--- config.mk ---
export PLATFORM = sky130hd
export DESIGN_NAME = swl_link
export DESIGN_NICKNAME = d
export VERILOG_FILES = /design/src/rtl/swl_link.v /design/src/rtl/swl_bit_tx.v
export VERILOG_INCLUDE_DIRS = /design/src /design/src/rtl
export SDC_FILE = /design/constraint.sdc
export NUM_CORES = 1
export LEC_CHECK = 0
export ABC_AREA = 1
export BUFFER_PORTS_ARGS = -buffer_cell sky130_fd_sc_hd__buf_4
export CORE_ASPECT_RATIO = 0.75
export CORE_MARGIN = 2
export CORE_UTILIZATION = 50
export DETAILED_ROUTE_END_ITERATION = 10
export PLACE_DENSITY = 0.74
export SLEW_MARGIN = 0
export SYNTH_ARGS = -nofsm -noshare
export SYNTH_HDL_FRONTEND = slang
export SYNTH_SLANG_ARGS = --single-unit
export TNS_END_PERCENT = 30
--- constraint.sdc ---
create_clock -name clk -period 3.5 [get_ports clk]
set_input_delay 0.175 -clock clk [delete_from_list [all_inputs] [get_ports clk]]
set_output_delay 0.175 -clock clk [all_outputs]
set_load 0.005 [all_outputs]
--- src/rtl/swl_regs.vh ---
`ifndef SWL_REGS_VH
`define SWL_REGS_VH

// Clock rate in MHz (100 ns period)
`define SWL_CLK_MHZ      10

// Least low time before the opening rising edge, in us
`define SWL_START_US     5
`define SWL_START_CYC    (`SWL_START_US * `SWL_CLK_MHZ)

// Least high time of the closing condition, in us
`define SWL_STOP_US      5

// Bit period limits, in us
`define SWL_TBIT_MIN_US  10
`define SWL_TBIT_MAX_US  100

// Accepted period band after the 0.8 / 1.2 tolerance, in cycles
`define SWL_PER_MIN_CYC  ((`SWL_TBIT_MIN_US * `SWL_CLK_MHZ * 4) / 5)
`define SWL_PER_MAX_CYC  ((`SWL_TBIT_MAX_US * `SWL_CLK_MHZ * 6) / 5)

// Tolerance ratio as numerator pair over a denominator of five
`define SWL_TOL_LO       4
`define SWL_TOL_HI       6
`define SWL_TOL_DEN      5

// Inactivity timeout, in us, rounded down to cycles
`define SWL_TO_US        220
`define SWL_TO_CYC       (`SWL_TO_US * `SWL_CLK_MHZ)

// Slave takeover low pulse, in us; legal window is 1 to 5 us
`define SWL_TKO_US       3
`define SWL_TKO_CYC      (`SWL_TKO_US * `SWL_CLK_MHZ)

// Bits in one slave answer word
`define SWL_WORD_BITS    16

// Rising edges ignored after the slave hands the line back
`define SWL_SKIP_RISES   2

`endif

--- src/rtl/swl_link.v ---
`timescale 1ns/1ps
`default_nettype none
`include "swl_regs.vh"

// What this block does
// - Bit period lies within 10 to 100 us
// - Accept periods from 0.8 to 1.2 times
// - Return to idle 220 us after rising
// - Slave takeover low pulse lasts 1-5 us
// - Long high is one, short high zero
// - Handover and takeover bits frame read data
// - Most significant byte travels first
module swl_link (
   input  wire        clk,
   input  wire        rst_n,
   input  wire        ce,
   input  wire        lineIn,
   input  wire        txLoad,
   input  wire [15:0] txWord,
   output reg         lineOut_q,
   output reg         lineOe_n_q,
   output reg         rxBit_q,
   output reg         rxValid_q,
   output reg         frameActive_q,
   output reg         startSeen_q,
   output reg         timeoutEvt_q,
   output reg         periodErr_q,
   output reg         txBusy_q,
   output reg         txDone_q
);

   // One-hot receiver states
   localparam [2:0] ST_IDLE  = 3'h1;
   localparam [2:0] ST_FRAME = 3'h2;
   localparam [2:0] ST_TX    = 3'h4;

   localparam [6:0]  START_CYC = `SWL_START_CYC;
   localparam [11:0] TO_CYC    = `SWL_TO_CYC;
   localparam [11:0] PER_MIN   = `SWL_PER_MIN_CYC;
   localparam [11:0] PER_MAX   = `SWL_PER_MAX_CYC;
   localparam [2:0]  TOL_LO    = `SWL_TOL_LO;
   localparam [2:0]  TOL_HI    = `SWL_TOL_HI;
   localparam [2:0]  TOL_DEN   = `SWL_TOL_DEN;
   localparam [1:0]  SKIP_N    = `SWL_SKIP_RISES;
   localparam [11:0] CNT_SAT   = 12'hFFF;

   reg  [2:0]  st_q;        // Receiver state
   reg         lineHist_q;  // Previous line sample for edge detection
   reg  [6:0]  lowCnt_q;    // Low time while idle, saturating
   reg  [11:0] sinceRise_q; // Cycles since the last rising edge
   reg  [11:0] width_q;     // High width captured at the falling edge
   reg  [11:0] refPer_q;    // Reference bit period
   reg         haveRef_q;   // Reference period is valid
   reg         pending_q;   // A bit is open, waiting for its end
   reg  [1:0]  skip_q;      // Rising edges still to ignore after sending
   wire        rise;        // Line went high
   wire        fall;        // Line went low
   wire        bitOne;      // Decoded value of the closing bit
   wire        perOk;       // Closing period is acceptable
   wire        txDrive;     // Shaper wants the line low
   wire        txBusy;      // Shaper running
   wire        txDone;      // Shaper finished its word

   assign rise = lineIn & ~lineHist_q;
   assign fall = ~lineIn & lineHist_q;

   // Scaled ratio test: tol * ref against den * p, widened to 15 bits
   function ratioOk;
      input [11:0] per;
      input [11:0] refp;
      reg   [14:0] scaledPer;
      reg   [14:0] lowBound;
      reg   [14:0] highBound;
      begin
         scaledPer = {3'b000, per} * {12'h000, TOL_DEN};
         lowBound  = {3'b000, refp} * {12'h000, TOL_LO};
         highBound = {3'b000, refp} * {12'h000, TOL_HI};
         ratioOk   = (scaledPer >= lowBound) && (scaledPer <= highBound);
      end
   endfunction

   // Period within the absolute band and near the reference
   function periodOk;
      input [11:0] per;
      input [11:0] refp;
      input        hasRef;
      begin
         periodOk = (per >= PER_MIN) && (per <= PER_MAX) &&
                    (!hasRef || ratioOk(per, refp));
      end
   endfunction

   // Width over half the period reads as one
   assign bitOne = ({width_q, 1'b0} > {1'b0, sinceRise_q});
   assign perOk  = periodOk(sinceRise_q, refPer_q, haveRef_q);

   // Answer word shaper
   swl_bit_tx u_tx (
      .clk        (clk),
      .rst_n      (rst_n),
      .ce         (ce),
      .load       (txLoad && st_q == ST_FRAME && haveRef_q),
      .word       (txWord),
      .period     (refPer_q),
      .driveLow_q (txDrive),
      .busy_q     (txBusy),
      .done_q     (txDone)
   );

   // Pin drivers: open drain, enable low while pulling the line down
   always @(posedge clk) begin
      if (!rst_n) begin
         lineOut_q  <= 1'b0;
         lineOe_n_q <= 1'b1;
         txBusy_q   <= 1'b0;
         txDone_q   <= 1'b0;
      end else if (ce) begin
         lineOut_q  <= 1'b0;
         lineOe_n_q <= ~txDrive;
         txBusy_q   <= txBusy;
         txDone_q   <= txDone;
      end
   end

   // Edge history
   always @(posedge clk) begin
      if (!rst_n) begin
         lineHist_q <= 1'b1;
      end else if (ce) begin
         lineHist_q <= lineIn;
      end
   end

   // Receiver state machine and bit timing
   always @(posedge clk) begin
      if (!rst_n) begin
         st_q          <= ST_IDLE;
         lowCnt_q      <= 7'h00;
         sinceRise_q   <= 12'h000;
         width_q       <= 12'h000;
         refPer_q      <= 12'h000;
         haveRef_q     <= 1'b0;
         pending_q     <= 1'b0;
         skip_q        <= 2'h0;
         rxBit_q       <= 1'b0;
         rxValid_q     <= 1'b0;
         frameActive_q <= 1'b0;
         startSeen_q   <= 1'b0;
         timeoutEvt_q  <= 1'b0;
         periodErr_q   <= 1'b0;
      end else if (ce) begin
         // Event outputs last one cycle
         rxValid_q    <= 1'b0;
         startSeen_q  <= 1'b0;
         timeoutEvt_q <= 1'b0;
         periodErr_q  <= 1'b0;
         // Saturating count since the last rising edge, held at zero while sending
         if (sinceRise_q != CNT_SAT) begin
            sinceRise_q <= sinceRise_q + 12'h001;
         end
         case (st_q)
            ST_IDLE: begin
               // Measure low time; enough low then rising opens a frame
               if (lineIn) begin
                  lowCnt_q <= 7'h00;
               end else if (lowCnt_q != 7'h7F) begin
                  lowCnt_q <= lowCnt_q + 7'h01;
               end
               if (rise && lowCnt_q >= START_CYC) begin
                  st_q          <= ST_FRAME;
                  frameActive_q <= 1'b1;
                  startSeen_q   <= 1'b1;
                  sinceRise_q   <= 12'h001;
                  pending_q     <= 1'b1;
                  haveRef_q     <= 1'b0;
                  skip_q        <= 2'h0;
               end
            end
            ST_FRAME: begin
               if (fall) begin
                  // High part of the open bit ends here
                  width_q <= sinceRise_q;
               end
               if (rise) begin
                  // Count from one so a full period reads as its cycle count
                  sinceRise_q <= 12'h001;
                  if (skip_q != 2'h0) begin
                     // Own release or master takeover: restart timing
                     skip_q    <= skip_q - 2'h1;
                     pending_q <= 1'b1;
                  end else if (pending_q) begin
                     // Rising edge closes a bit and opens the next
                     if (perOk) begin
                        rxBit_q   <= bitOne;
                        rxValid_q <= 1'b1;
                        refPer_q  <= sinceRise_q;
                        haveRef_q <= 1'b1;
                     end else begin
                        periodErr_q <= 1'b1;
                     end
                  end
               end else if (sinceRise_q >= TO_CYC - 12'h001) begin
                  // No rising edge for too long: drop the frame; the
                  // closing high time also ends here
                  st_q          <= ST_IDLE;
                  frameActive_q <= 1'b0;
                  timeoutEvt_q  <= 1'b1;
                  pending_q     <= 1'b0;
                  lowCnt_q      <= 7'h00;
               end
               if (txLoad && haveRef_q) begin
                  // Slave answers after the master's handover bit
                  st_q <= ST_TX;
               end
            end
            ST_TX: begin
               // Own pulses on the line are not decoded
               sinceRise_q <= 12'h000;
               if (txDone) begin
                  st_q      <= ST_FRAME;
                  skip_q    <= SKIP_N;
                  pending_q <= 1'b0;
               end
            end
            default: begin
               st_q          <= ST_IDLE;
               frameActive_q <= 1'b0;
            end
         endcase
      end
   end

endmodule
`default_nettype wire

--- src/rtl/swl_bit_tx.v ---
`timescale 1ns/1ps
`default_nettype none
`include "swl_regs.vh"

// Slave-side shaper: takeover pulse, then one word in pulse-width code
module swl_bit_tx (
   input  wire        clk,
   input  wire        rst_n,
   input  wire        ce,
   input  wire        load,
   input  wire [15:0] word,
   input  wire [11:0] period,
   output reg         driveLow_q,
   output reg         busy_q,
   output reg         done_q
);

   // One-hot shaper states
   localparam [3:0] S_IDLE = 4'h1;
   localparam [3:0] S_TKO  = 4'h2;
   localparam [3:0] S_HIGH = 4'h4;
   localparam [3:0] S_LOW  = 4'h8;
   localparam [11:0] TKO_CYC  = `SWL_TKO_CYC;
   localparam [4:0]  LAST_BIT = `SWL_WORD_BITS - 1;

   reg [3:0]  st_q;      // Current state
   reg [11:0] cnt_q;     // Cycles left in the current phase
   reg [15:0] shift_q;   // Word being sent, current bit on top
   reg [4:0]  bitIdx_q;  // Index of the bit being sent

   // High time of a bit: three quarters for one, one quarter for zero
   function [11:0] highLen;
      input        bitVal;
      input [11:0] per;
      begin
         highLen = bitVal ? (per - {2'b00, per[11:2]}) : {2'b00, per[11:2]};
      end
   endfunction

   // Phase sequencer
   always @(posedge clk) begin
      if (!rst_n) begin
         st_q       <= S_IDLE;
         cnt_q      <= 12'h000;
         shift_q    <= 16'h0000;
         bitIdx_q   <= 5'h00;
         driveLow_q <= 1'b0;
         busy_q     <= 1'b0;
         done_q     <= 1'b0;
      end else if (ce) begin
         done_q <= 1'b0;
         case (st_q)
            S_IDLE: begin
               // Take the line with a short low pulse
               if (load) begin
                  shift_q    <= word;
                  bitIdx_q   <= 5'h00;
                  cnt_q      <= TKO_CYC - 12'h001;
                  driveLow_q <= 1'b1;
                  busy_q     <= 1'b1;
                  st_q       <= S_TKO;
               end
            end
            S_TKO: begin
               // Release ends the takeover and opens the first bit
               if (cnt_q == 12'h000) begin
                  driveLow_q <= 1'b0;
                  cnt_q      <= highLen(shift_q[15], period) - 12'h001;
                  st_q       <= S_HIGH;
               end else begin
                  cnt_q <= cnt_q - 12'h001;
               end
            end
            S_HIGH: begin
               // High phase done, pull low for the rest of the period
               if (cnt_q == 12'h000) begin
                  driveLow_q <= 1'b1;
                  cnt_q      <= period - highLen(shift_q[15], period) - 12'h001;
                  st_q       <= S_LOW;
               end else begin
                  cnt_q <= cnt_q - 12'h001;
               end
            end
            S_LOW: begin
               if (cnt_q == 12'h000) begin
                  driveLow_q <= 1'b0;
                  if (bitIdx_q == LAST_BIT) begin
                     // Hand the line back for the master's takeover bit
                     busy_q <= 1'b0;
                     done_q <= 1'b1;
                     st_q   <= S_IDLE;
                  end else begin
                     // Next bit, most significant first
                     shift_q  <= {shift_q[14:0], 1'b0};
                     bitIdx_q <= bitIdx_q + 5'h01;
                     cnt_q    <= highLen(shift_q[14], period) - 12'h001;
                     st_q     <= S_HIGH;
                  end
               end else begin
                  cnt_q <= cnt_q - 12'h001;
               end
            end
            default: begin
               st_q       <= S_IDLE;
               driveLow_q <= 1'b0;
               busy_q     <= 1'b0;
            end
         endcase
      end
   end

endmodule
`default_nettype wire

==> flow_metrics.env <==
export IMPL_fillers=1661
export IMPL_r2r_start="sinceRise_q[3]"
export IMPL_postSynth_asyncResetShare_pct=0
export IMPL_leakage_nw=5.20
export IMPL_startpoint_type="flop"
export IMPL_drc=0
export IMPL_syn_area_um2=8930
export IMPL_internal_power_mw=2.73
export IMPL_first_global_vias=8470
export IMPL_synth_area_per_cell_um2=6.69
export IMPL_hp_start="lineIn"
export IMPL_clock_latency_ns=0.36
export IMPL_crit_type="reg2reg"
export IMPL_nNetsFinal=1569
export IMPL_pin_count=31
export IMPL_sw_frac_of_total_pct=47.5
export IMPL_track_usage_pct=26.6
export IMPL_cts_inserted_buffers=9
export IMPL_max_freq_mhz=263
export IMPL_violations="negative setup slack"
export IMPL_synth_cell_type_count=58
export IMPL_final_area_um2=10600
export IMPL_layout_drive_gt1_share_pct=19.5
export IMPL_final_common_cell="nand2_1"
export IMPL_routed_via_density=5.50
export IMPL_p_comb_share_pct=51.8
export IMPL_ir_worst_vdd_v=0.000397
export IMPL_r2r_slack_ns=-0.30
export IMPL_cp_end_kind="flop"
export IMPL_cts_tree="built"
export IMPL_cts_sink_count=100
export IMPL_portBuffers=29
export IMPL_grt_setup_unrepaired="true"
export IMPL_die_w_um=158
export IMPL_htree_levels=3
export IMPL_dominantRegCellSynth="dfxtp_1"
export IMPL_whs_ns=0.0635
export IMPL_grt_pass1_wl_mm=40.8
export IMPL_power_mw=5.21
export IMPL_drt_wl_total_mm=24.9
export IMPL_slew_violations=0
export IMPL_synthesis_nets=1460
export IMPL_num_antenna_cells=0
export IMPL_die_area_um2=19000
export IMPL_synth_edf_count=0
export IMPL_final_setup_skew_ns=0.00990
export IMPL_core_um2=17600
export IMPL_hold_buffers=0
export IMPL_multi_input_comb_area_um2=6280
export IMPL_yosysWarningCount=0
export IMPL_die_y_um=120
export IMPL_post_place_cells=1668
export IMPL_final_setup_worst_slack_ns=-0.304
export IMPL_global_route_overflow_total=0
export IMPL_period_share_pct=109
export IMPL_stdcell_count=1690
export IMPL_via_count=9290
export IMPL_cp_arrival_ns=4.11
export IMPL_fin_setup_tns_ns=-3.85
export IMPL_min_period_ns=3.80
export IMPL_tightest_slew_ns=0.720
export IMPL_maxCapViolCount=0
export IMPL_finalSetupViolCount=16
export IMPL_crit_start="sinceRise_q[3]"
export IMPL_start_util_pct=50.9
export IMPL_grt_max_degree=62
export IMPL_preCtsSetupSlack_ns=-0.174
export IMPL_placement_cell_area_um2=10100
export IMPL_critPathMaxFanout=13
export IMPL_ant_nets=0
export IMPL_cts_reportedPaths_clkPinSlew_ns=0.09
export IMPL_dp_hpwl_mm=19.2
export IMPL_clk_path_buf_depth=2
export IMPL_layout_common_cells="260 x nand2_1, 157 x inv_1, 125 x buf_4"
export IMPL_synth_seq_area_share_pct=22.4
export IMPL_avgRoutedWirePerCell_um=14.7
export IMPL_timing_slew_headroom_pct=51.4
export IMPL_p_per_area_nw_per_um2=492
export IMPL_gp_congestion=0.899
export IMPL_drtIter0Drc=843
export IMPL_p_clk_share_pct=20.8
export IMPL_p_switching_mw=2.48
export IMPL_yosys_register_bits=100
export IMPL_regArea_um2=2020
export IMPL_rows=42
export IMPL_finalHoldViolCount=0
export IMPL_antenna_found_initial=0
export IMPL_cts_root_buf="clkbuf_16"
export IMPL_status="finished, violations left"
export IMPL_drt_pass1_iterations=6
export IMPL_syn_inst=1334
export IMPL_hp_class="in2reg"
export IMPL_area_growth_pct=18.7
export IMPL_seq_power_share_pct=27.3
export IMPL_required_ns=3.81
export IMPL_utilization_pct=60.4
[worst paths after layout]
kind,to,cells past startpoint
worst max-delay path,refPer_q[7],27
worst max register to register,refPer_q[7],27
worst min register to register,u_tx.shift_q[5],2
worst min-delay path,lineHist_q,3
[layout make-up]
type                            count  share of cell area, %
Clock buffer                        9                   2.12
Clock inverter                      7                  0.862
Timing Repair Buffer              128                   9.51
Sequential cell                   100                   19.0
Multi-Input combinational cell   1024                   59.2
Tap cell                          242                   2.86
Inverter                          180                   6.37
[state kept, by name (all words and copies together) (netlist names), 2 cells and up]
register,flops
lowCnt_q,7
refPer_q,12
sinceRise_q,12
skip_q,2
st_q,3
u_tx.bitIdx_q,5
u_tx.cnt_q,12
u_tx.shift_q,16
u_tx.st_q,4
width_q,12
[synthesized netlist by cell type, types with 8 or more instances]
cell	n	area, µm²
nand2_1	268	1010
inv_1	161	604
a21oi_1	133	666
nor2_1	114	428
ha_1	101	1260
dfxtp_1	100	2000
o21ai_0	94	470
nand3_1	73	365
xor2_1	30	263
nor3_1	24	120
o21ai_1	22	110
nand2_2	19	119
clkbuf_1	17	63.8
nand4_1	17	106
inv_2	16	60.1
a31oi_1	11	68.8
buf_2	8	40.0
nand3_2	8	80.1
nor2_2	8	50.1
o21bai_1	8	60.1
xnor2_1	8	70.1
[worst max-delay path: stages, from the launching register on]
cell	delay [ns]
dfxtp_4	0.37
ha_4	0.27
ha_4	0.12
inv_2	0.03
fa_2	0.34
o21ai_2	0.19
a21oi_2	0.08
o21bai_1	0.18
buf_4	0.14
buf_4	0.09
buf_4	0.09
xnor2_1	0.10
inv_1	0.07
buf_4	0.13
ha_1	0.26
nand2_1	0.06
nor2_1	0.10
nand4_1	0.12
nor2_1	0.10
nand4_1	0.10
nand2_1	0.08
nand2_1	0.06
nand2_2	0.08
nand3_4	0.12
clkbuf_16	0.22
nand2_1	0.08
nand2_1	0.06
nor2_1	0.10
[power by group through the flow]
| stage | clock network, mW | registers, mW | logic (mW) |
|---|---|---|---|
| 5_1_grt | 1.14 | 1.44 | 3.02 |
| 2_1_floorplan | 0 | 1.43 | 2.03 |
| 3_5_place_dp | 0 | 1.45 | 2.61 |
| 6_report | 1.09 | 1.43 | 2.70 |
| 4_1_cts | 1.10 | 1.42 | 2.64 |
| 3_3_place_gp | 0 | 1.44 | 2.57 |
[kinds of logic after synthesis]
family | synth area share [%]
adders and majority gates | 15.0
AOI/OAI and AO/OA | 20.3
and+or+nand+nor | 29.2
buffers and inverters | 9.30
xor gates and xnor gates | 3.73
other | 0.0420
DFF | 22.4
[metal layers]
layer	vias up	global-route usage, %	part of all wire [%]
li1	4718	-	-
met1	4229	41.8	50
met2	317	37.8	40
met3	26	4.01	8.5
met4	0	5.69	1.2
met5	-	0	0
[repair_timing]
item / CTS / global route
gates resized for setup: 3 / 47
endpoints found under the setup margin: 17 / 22
pin swaps: 4 / 26
setup buffers: 1 / 3
cloned: 0 / 2
Power figures use the tool's default switching activity.
